### src/design/fag_pkg.sv
// Purpose: shared constants for the flash access gate
// Assumes: byte-wide registers, one per aligned wishbone word
// Notes:   printed offsets are register indices; byte address is four times the index
package fag_pkg;
	// ==========================================================
	// register indices and byte addresses
	localparam logic [15:0] FAG_IDX_CTRL     = 16'hFF80;
	localparam logic [15:0] FAG_IDX_EBLK_LO  = 16'hFF82;
	localparam logic [15:0] FAG_IDX_EBLK_HI  = 16'hFF83;
	localparam logic [15:0] FAG_IDX_STATUS   = 16'hFF84;
	localparam logic [17:0] FAG_ADR_CTRL     = {FAG_IDX_CTRL, 2'b00};
	localparam logic [17:0] FAG_ADR_EBLK_LO  = {FAG_IDX_EBLK_LO, 2'b00};
	localparam logic [17:0] FAG_ADR_EBLK_HI  = {FAG_IDX_EBLK_HI, 2'b00};
	localparam logic [17:0] FAG_ADR_STATUS   = {FAG_IDX_STATUS, 2'b00};
	// ==========================================================
	// unimplemented array range, byte addresses on the flash side
	localparam logic [16:0] FAG_HOLE_LO      = 17'h0F780;
	localparam logic [16:0] FAG_HOLE_HI      = 17'h1FFFF;
	// ==========================================================
	// values
	localparam logic [7:0]  FAG_ALL_ONES     = 8'hFF;
	localparam logic [7:0]  FAG_CTRL_RST     = 8'h80;
	localparam logic [7:0]  FAG_EBLK_RST     = 8'h00;
	localparam int          FAG_CTRL_HV_BIT  = 7;
	localparam int          FAG_ST_HV_BIT    = 0;
	localparam int          FAG_ST_STANDBY_PIN_BIT  = 1;
	localparam int          FAG_ST_MODE_LSB  = 2;
	// ==========================================================
	// operating modes
	localparam logic [1:0]  FAG_MODE_1       = 2'h1;
	localparam logic [1:0]  FAG_MODE_2       = 2'h2;
	localparam logic [1:0]  FAG_MODE_3       = 2'h3;
	// ==========================================================
	// decode targets
	typedef enum logic [2:0] {
		FAG_TGT_CTRL = 3'b001,
		FAG_TGT_RSVD = 3'b010,
		FAG_TGT_EXT  = 3'b100
	} fag_tgt_t;
endpackage

### src/design/fag_top.sv
// Purpose: access gate and decode for flash control and erase block registers
// Assumes: wishbone classic slave, 32-bit data, byte registers in low lane
// Notes:   the comparator is analog; its digital output arrives here unsynchronised
//
// The Wishbone interface to the registers is this design's own decision.
`timescale 1ns/100ps
module fag_top (
	// clock and reset
	input  wire logic        clk_i,
	input  wire logic        rst_i,
	// wishbone slave
	input  wire logic        cyc_i,
	input  wire logic        stb_i,
	input  wire logic        we_i,
	input  wire logic [3:0]  sel_i,
	input  wire logic [17:0] adr_i,
	input  wire logic [31:0] dat_i,
	output logic      [31:0] dat_o,
	output logic             ack_o,
	// pins
	input  wire logic        prog_voltage_hv_i,
	input  wire logic        standby_pin_n_i,
	input  wire logic [1:0]  mode_i,
	// flash side read of unimplemented range
	input  wire logic [16:0] flash_adr_i,
	output logic             flash_hole_o,
	// external space forwarding, standby and register outputs
	output logic             ext_fwd_o,
	output logic             hw_standby_o,
	output logic [7:0]       flash_control_o,
	output logic [7:0]       erase_block_select_lo_o,
	output logic [7:0]       erase_block_select_hi_o
);
	// synchronised pins and the delayed flag
	logic              hv_s;
	logic              standby_pin_s;
	logic              hv_d_r;
	// register contents
	logic [7:0]        ctrl_r;
	logic [7:0]        ctrl_nxt;
	logic [7:0]        eblo_r;
	logic [7:0]        eblo_nxt;
	logic [7:0]        ebhi_r;
	logic [7:0]        ebhi_nxt;
	// bus answer
	logic [31:0]       dat_r;
	logic [31:0]       dat_nxt;
	logic              ack_r;
	logic              ack_nxt;
	logic              fwd_r;
	logic              fwd_nxt;
	// standby and unimplemented range
	logic              standby_pin_r;
	logic              standby_pin_nxt;
	logic              hole_r;
	logic              hole_nxt;
	// decode
	fag_pkg::fag_tgt_t tgt;
	logic              req;
	logic              is_ctrl_adr;
	logic              hit_ctrl;
	logic              hit_eblo;
	logic              hit_ebhi;
	logic              hit_stat;

	// ==========================================================
	// synchronised comparator and standby pin
	fag_sync #(.W(2)) u_sync (
		.clk_i (clk_i),
		.rst_i (rst_i),
		.d_i   ({standby_pin_n_i, prog_voltage_hv_i}),
		.q_o   ({standby_pin_s, hv_s})
	);

	// decode target from mode and flag; the sync delay keeps a cycle stable
	function automatic fag_pkg::fag_tgt_t fag_route(input logic hv, input logic [1:0] md);
		if (hv) begin
			fag_route = (md == fag_pkg::FAG_MODE_1) ? fag_pkg::FAG_TGT_RSVD : fag_pkg::FAG_TGT_CTRL;
		end else begin
			fag_route = (md == fag_pkg::FAG_MODE_3) ? fag_pkg::FAG_TGT_RSVD : fag_pkg::FAG_TGT_EXT;
		end
	endfunction

	// one address match, shared by every select line below
	function automatic logic fag_hit(input logic [17:0] adr, input logic [17:0] reg_adr);
		fag_hit = (adr == reg_adr);
	endfunction

	// ==========================================================
	// address decode
	// the route uses the delayed flag so a bus cycle never sees it move
	always_comb begin
		req = cyc_i && stb_i && !ack_r;
		hit_ctrl = fag_hit(adr_i, fag_pkg::FAG_ADR_CTRL);
		hit_eblo = fag_hit(adr_i, fag_pkg::FAG_ADR_EBLK_LO);
		hit_ebhi = fag_hit(adr_i, fag_pkg::FAG_ADR_EBLK_HI);
		hit_stat = fag_hit(adr_i, fag_pkg::FAG_ADR_STATUS);
		is_ctrl_adr = hit_ctrl || hit_eblo || hit_ebhi;
		tgt = fag_route(hv_d_r, mode_i);
	end

	// ==========================================================
	// register file and bus answer
	always_comb begin
		ctrl_nxt = ctrl_r;
		eblo_nxt = eblo_r;
		ebhi_nxt = ebhi_r;
		dat_nxt  = dat_r;
		ack_nxt  = req;
		fwd_nxt  = 1'b0;
		// losing voltage drops the registers back to their reset state
		if (!hv_d_r || tgt != fag_pkg::FAG_TGT_CTRL) begin
			ctrl_nxt = fag_pkg::FAG_CTRL_RST;
			eblo_nxt = fag_pkg::FAG_EBLK_RST;
			ebhi_nxt = fag_pkg::FAG_EBLK_RST;
		end
		// only the first cycle of a request is taken; ack blocks a repeat
		if (req) begin
			dat_nxt = 32'h0000_0000;
			if (is_ctrl_adr) begin
				case (tgt)
					fag_pkg::FAG_TGT_CTRL: begin
						if (we_i && sel_i[0]) begin
							if (hit_ctrl) begin
								// hv bit written as one, not taken from software
								ctrl_nxt = {1'b1, dat_i[6:0]};
							end else if (hit_eblo) begin
								eblo_nxt = dat_i[7:0];
							end else begin
								ebhi_nxt = dat_i[7:0];
							end
						end
						if (hit_ctrl) begin
							dat_nxt = {24'h00_0000, ctrl_r};
						end else if (hit_eblo) begin
							dat_nxt = {24'h00_0000, eblo_r};
						end else begin
							dat_nxt = {24'h00_0000, ebhi_r};
						end
					end
					fag_pkg::FAG_TGT_RSVD: begin
						dat_nxt = {24'h00_0000, fag_pkg::FAG_ALL_ONES};
					end
					fag_pkg::FAG_TGT_EXT: begin
						fwd_nxt = 1'b1;
					end
					default: begin
						dat_nxt = 32'h0000_0000;
					end
				endcase
			end else if (hit_stat) begin
				// status shows the flag as the decode sees it, not the raw pin
				dat_nxt = {28'h000_0000, mode_i, standby_pin_r, hv_d_r};
			end
		end else begin
			dat_nxt = 32'h0000_0000;
		end
	end

	// ==========================================================
	// standby and unimplemented range
	always_comb begin
		standby_pin_nxt = !standby_pin_s;
		// hole flag lags the flash address by one cycle, like read data
		hole_nxt = (flash_adr_i >= fag_pkg::FAG_HOLE_LO) && (flash_adr_i <= fag_pkg::FAG_HOLE_HI);
	end

	// ==========================================================
	// state registers, synchronous reset
	always_ff @(posedge clk_i) begin
		if (rst_i) begin
			ctrl_r <= fag_pkg::FAG_CTRL_RST;
			eblo_r <= fag_pkg::FAG_EBLK_RST;
			ebhi_r <= fag_pkg::FAG_EBLK_RST;
			dat_r  <= 32'h0000_0000;
			ack_r  <= 1'b0;
			fwd_r  <= 1'b0;
			standby_pin_r <= 1'b0;
			hole_r <= 1'b0;
			hv_d_r <= 1'b0;
		end else begin
			ctrl_r <= ctrl_nxt;
			eblo_r <= eblo_nxt;
			ebhi_r <= ebhi_nxt;
			dat_r  <= dat_nxt;
			ack_r  <= ack_nxt;
			fwd_r  <= fwd_nxt;
			standby_pin_r <= standby_pin_nxt;
			hole_r <= hole_nxt;
			hv_d_r <= hv_s;
		end
	end

	// ==========================================================
	// outputs, all registered
	assign dat_o                   = dat_r;
	assign ack_o                   = ack_r;
	assign ext_fwd_o               = fwd_r;
	assign hw_standby_o            = standby_pin_r;
	assign flash_hole_o            = hole_r;
	assign flash_control_o         = ctrl_r;
	assign erase_block_select_lo_o = eblo_r;
	assign erase_block_select_hi_o = ebhi_r;
endmodule

### src/design/fag_sync.sv
// Purpose: two-flop level synchroniser
// Assumes: async level in, clk_i domain out
// Notes:   first stage feeds only the second
`timescale 1ns/100ps
module fag_sync #(
	parameter int W = 1
) (
	// clock and reset
	input  wire logic         clk_i,
	input  wire logic         rst_i,
	// level
	input  wire logic [W-1:0] d_i,
	output logic      [W-1:0] q_o
);
	logic [W-1:0] s1_r;
	logic [W-1:0] s1_nxt;
	logic [W-1:0] s2_r;
	logic [W-1:0] s2_nxt;

	// ==========================================================
	// stages
	always_comb begin
		s1_nxt = d_i;
		s2_nxt = s1_r;
	end

	// reset to low so the gate starts closed
	always_ff @(posedge clk_i) begin
		if (rst_i) begin
			s1_r <= '0;
			s2_r <= '0;
		end else begin
			s1_r <= s1_nxt;
			s2_r <= s2_nxt;
		end
	end

	assign q_o = s2_r;
endmodule

### config.mk
export PLATFORM = sky130hd
export DESIGN_NAME = fag_top
export DESIGN_NICKNAME = d
export VERILOG_FILES = /design/src/design/fag_pkg.sv /design/src/design/fag_top.sv /design/src/design/fag_sync.sv
export SDC_FILE = /design/constraint.sdc
export NUM_CORES = 1
export LEC_CHECK = 0
export BUFFER_PORTS_ARGS = -buffer_cell sky130_fd_sc_hd__buf_2
export CAP_MARGIN = 20
export CORE_MARGIN = 10
export CORE_UTILIZATION = 35
export CTS_CLUSTER_DIAMETER = 40
export DETAILED_ROUTE_END_ITERATION = 10
export PLACE_DENSITY = 0.7
export SLEW_MARGIN = 15
export SYNTH_ARGS = -nofsm -noshare
export SYNTH_HDL_FRONTEND = slang
export SYNTH_SLANG_ARGS = --single-unit
### constraint.sdc
create_clock -name clk_i -period 1.95 [get_ports clk_i]
set_input_delay 0.195 -clock clk_i [delete_from_list [all_inputs] [get_ports clk_i]]
set_output_delay 0.195 -clock clk_i [all_outputs]
set_load 0.02 [all_outputs]
# Word level (Yosys, flattened, before mapping)
# Index checks and enable logic that the tools add are counted.
# word_totals
regBits	65
in_bits	80
output_inout_bits	60
wordCells	66
# op_classes
magnitude_cmp	2
n_eq_ne	10
mux	29
bitwise_logic	2
reduce_logical	12
# ops
op	n
$mux 8	22
$eq 18x18->1 const B	4
$mux 32	1
$ge 17x16->1 const B	1
$le 17x17->1 const B	1
$pmux 8 s2	1
$mux 3	2
$logic_and 1x1->1	4
$mux 4	1
$eq 3x1->1 const B	1
$eq 3x2->1 const B	1
$eq 3x3->1 const B	1
$logic_not 1->1	3
$logic_or 1x1->1	3
$ne 3x1->1 const B	1
$reduce_or 3->1	1
$eq 2x1->1 const B	1
$eq 2x2->1 const B	1
$mux 2	1
$not 1->1	2
$reduce_or 2->1	1
$mux 1	1

# Depth between registers and ports, before layout
# depth
ltp_word	12
mapped_depth	6
mapped_depth_nobuf	5

# Modules after synthesis
# A second synthesis with hierarchy kept.
# unflattened
cells_unflattened	240
hier_area_um2	2068.2
# modules_own_cells
mod	n_inst	cells_each	area_per_inst_um2	seq_area_each_um2
fag_top	1	232	1963.1	740.7
fag_sync	1	8	105.1	80.1

# Worst setup path after synthesis
# Ideal clock, no wire load.
# synth_path
kind	reg2reg
from	reg ack_r, in the netlist ack_o
to	reg eblo_r[0], in the netlist erase_block_select_lo_o[0]
setup_ps	128
arrival_ps	1365
required_ps	1822
setup_slack_ps	457
stages_incl_launch_ff	5
n_path_buf	0
synth_period_minus_slack_ps	1493
cell_sequence	dfxtp_1 > nor3_1 > nand4_4 > mux2i_1 > nor2_1
# synth_between
elab_chain_len	3
# synth_lines
element	line	rtl
from (decl)	fag_top.sv:48	logic ack_r;
from (signal assigned)	fag_top.sv:186	ack_r <= ack_nxt;
$logic_not 1->1	fag_top.sv:93	req = cyc_i && stb_i && !ack_r;
$logic_and 1x1->1	fag_top.sv:93	
$mux 8	fag_top.sv:118	if (req) begin
to (signal assigned)	fag_top.sv:173	eblo_r <= fag_pkg::FAG_EBLK_RST;
to (signal assigned)	fag_top.sv:183	eblo_r <= eblo_nxt;
to (decl)	fag_top.sv:41	logic [7:0] eblo_r;
# No other way between the ends.
# A chain may end at the register's enable or synchronous reset.

# Worst setup path in the final report
# layout_path
from	reg ack_r, in the netlist ack_o
to	reg ebhi_r[0], in the netlist erase_block_select_hi_o[0]
# layout_between
elab_chain_len	3
# layout_lines
element	line	rtl
$logic_not 1->1	fag_top.sv:93	
$logic_and 1x1->1	fag_top.sv:93	
$mux 8	fag_top.sv:118	
to (signal assigned)	fag_top.sv:174	ebhi_r <= fag_pkg::FAG_EBLK_RST;
to (signal assigned)	fag_top.sv:184	ebhi_r <= ebhi_nxt;
to (decl)	fag_top.sv:43	logic [7:0] ebhi_r;
# No other way between the ends.

==> results.sh <==
export IMPL_synth_cells=195
export IMPL_combinationalPowerShare_pct=9.5
export IMPL_synth_simple_gate_area_share_pct=20.46
export IMPL_synth_top_family_by_area="simple AND/OR/NAND/NOR gates"
export IMPL_instances_no_fill=356
export IMPL_pin_count=140
export IMPL_numPortBuffers=81
export IMPL_final_max_slew_viol_count=0
export IMPL_synth_seq_area_share_pct=42.08
export IMPL_synth_compound_area_share_pct=9.878
export IMPL_cts_tree="done"
export IMPL_cts_root_buf="clkbuf_8"
export IMPL_tns_ns=0
export IMPL_place_inst=348
export IMPL_fmax_mhz=614.0
export IMPL_synth_area_um2=1951
export IMPL_drtIter0Drc=68
export IMPL_synth_main_ff_cell="dfxtp_1"
export IMPL_clkPwrFrac_pct=37.7
export IMPL_core_rowCount=27
export IMPL_finalCritPeriodShare_pct=83.52
export IMPL_final_area_um2=2471
export IMPL_cts_buffers=5
export IMPL_crit_family="simple AND/OR/NAND/NOR gates"
export IMPL_worstSetupPathType="reg -> reg"
export IMPL_worstPathArrival_ns=1.80
export IMPL_clock_sinks=41
export IMPL_holdCritPathClass="in -> reg"
export IMPL_switching_share_pct=24.12
export IMPL_r2r_worst_path_cells=4
export IMPL_crit_slowest_cell="nand4_2"
export IMPL_antenna_found_initial=0
export IMPL_path_max_fanout=8
export IMPL_clockBufferDepth=2
export IMPL_end_kind="register"
export IMPL_power_total_uw=1605
export IMPL_post_cts_setup_buffers=0
export IMPL_dr_pass1_iters=4
export IMPL_p_leak_uw=0.001306
export IMPL_area_growth_syn_to_layout_pct=26.68
export IMPL_crit_buf_inv=0
export IMPL_clk_pin_slew_ns=0.08
export IMPL_synth_xor_xnor_area_share_pct=0
export IMPL_ys_warn_count=0
export IMPL_cts_resized_gates=0
export IMPL_ys_ff_latch=41
export IMPL_synth_cell_types=39
export IMPL_viasPerCell=4.548
export IMPL_routed_wl_um=5438
export IMPL_clock_skew_ns=0.006433
export IMPL_drive_gt1_share_pct=39.08
export IMPL_hold_violations=0
export IMPL_rsz0062_at_grt="no"
export IMPL_cts_max_level=2
export IMPL_cp_depth=4
export IMPL_place_hpwl_um=4429
export IMPL_power_internal_uw=1218
export IMPL_wire_per_inst_um=15.28
export IMPL_track_usage_pct=11.90
export IMPL_period_minus_slack_ns=1.629
export IMPL_outcome="finished, final reports clean"
export IMPL_initial_core_util_pct=35.64
export IMPL_setup_violations_final=0
export IMPL_die_area_um2=8960
export IMPL_powerDensity_nw_per_um2=649.5
export IMPL_path_cells="nor4_1, nand4_2, mux2i_1, nor2_1"
export IMPL_dpl_instance_area_um2=2370
export IMPL_grt_first_pass_wirelength_um=8424
export IMPL_synth_fa_ha_area_share_pct=0
export IMPL_vias=1619
export IMPL_syn_avg_cell_area_um2=10.00
export IMPL_synth_async_reset_ratio_pct=0
export IMPL_pwr_share_seq_pct=52.8
export IMPL_synth_edff_count=0
export IMPL_grt_max_degree=14
export IMPL_die_y_um=94.66
export IMPL_grt_pass1_vias=1660
export IMPL_p_sw_uw=387.1
export IMPL_maxCapViolCount=0
export IMPL_insertion_delay_ns=0.29
export IMPL_start_kind="register"
export IMPL_ctsHoldBuffers=0
export IMPL_place_gp_congestion=0.7808
export IMPL_drc_errors=0
export IMPL_diodes=0
export IMPL_cpPeakStageDelay_ns=0.44
export IMPL_drtAntennaViolNets=0
export IMPL_worstHoldPathCells=3
export IMPL_grt_ovfl_total=0
export IMPL_coreArea_um2=5473
export IMPL_critPathRequiredTime_ns=2.12
export IMPL_fin_util_pct=45.15
export IMPL_die_w_um=94.66
export IMPL_muxShareOfSynthArea_pct=16.16
export IMPL_ir_drop_uv=393.1
export IMPL_nets=363
-- cells by family (layout without fill, tap and decap cells) --
kind of cell / after synthesis / after routing
AOI/OAI and AO/OA: 25 / 25
buffers and inverters: 32 / 98
muxes: 31 / 31
and+or+nand+nor: 65 / 65
other: 1 / 24
DFF: 41 / 41
-- per-stage QoR --
stage,hold WS [ns],worst slack (ns)
2_1_floorplan,0.2617,0.4571
3_3_place_gp,0.3732,0.2639
3_5_place_dp,0.3785,0.2434
4_1_cts,0.1044,0.3253
5_1_grt,0.1018,0.1978
6_report,0.1054,0.3214
-- synthesized netlist by cell type, drive strengths merged, types with 2 or more instances --
cell type  number  area (µm²)
dfxtp          41       820.8
clkbuf          3       11.26
o21ai           4       20.01
nor2b           5       31.28
mux2i          27       270.3
nor4            3       33.78
nand4           6       73.82
buf            26       196.4
a21oi           9       45.04
nor2           31       123.9
nand2           5       18.77
and2            5       31.28
a2111oi         5       68.82
or2             2       12.52
a22o            4       35.03
mux2            4       45.04
nand3           2       15.01
inv             3       11.26
nor3            2       10.01
-- tightest hold or removal path, cell delays in order --
cell,delay (ns)
buf_2,0.07
nor2_1,0.03
nor2_1,0.06
-- registers in the layout, summed over array words and instances, names as in the netlist --
register	cells
dat_o	8
u_sync.s1_r	2
ack_o	1
hv_d_r	1
flash_hole_o	1
u_sync.q_o	2
erase_block_select_lo_o	8
erase_block_select_hi_o	8
flash_control_o	8
ext_fwd_o	1
hw_standby_o	1
-- power by group through the flow --
stage               Clock, µW  Combinational (µW)  Sequential (µW)
floorplan                   0                 111              871
global placement            0                 149              867
detailed placement          0                 151              867
CTS                       619                 151              847
global route              660                 166              848
finish                    605                 153              847
-- routing by layer --
metal | global-route usage [%] | wire length (µm) | share of wire (%)
met2 | 19.79 | 2556 | 47
met3 | 5.630 | 628 | 12
met1 | 13.30 | 2201 | 40
met5 | 0 | 0 | 0
met4 | 3.491 | 51 | 0.94
-- path summary, 6_finish.rpt --
kind,start,endpoint,slack (ns)
min,flash_adr_i[16],flash_hole_o$_SDFF_PP0_,0.11
min reg2reg,u_sync.q_o[1]$_SDFF_PP0_,hw_standby_o$_SDFF_PP0_,0.38
max,ack_o$_SDFF_PP0_,erase_block_select_hi_o[0]$_SDFF_PP0_,0.32
max reg2reg,ack_o$_SDFF_PP0_,erase_block_select_hi_o[0]$_SDFF_PP0_,0.32
-- layout make-up --
type                            instances  area, µm²
Timing Repair Buffer                   87      450.4
Inverter                                3      11.26
Fill cell                             562       3002
Multi-Input combinational cell        145      997.2
Clock inverter                          1      5.005
Sequential cell                        41      820.8
Clock buffer                            7      96.34
Tap cell                               72      90.09
-- placed cells by master (no fill, tap or decap), types with 2 or more instances in the layout --
master and count:
nand4_4 2, mux2i_1 27, and2_1 5, a21oi_1 9
nor3_1 2, buf_4 6, mux2_2 4, conb_1 24
nand2_1 5, nand4_1 3, buf_2 81, inv_1 2
o21ai_0 3, nor2_1 30, clkbuf_8 7, a2111oi_0 3
nor4_1 2, nor2b_1 5, a22o_1 4, dfxtp_1 41
No activity file was read; power rests on OpenSTA's default activity.
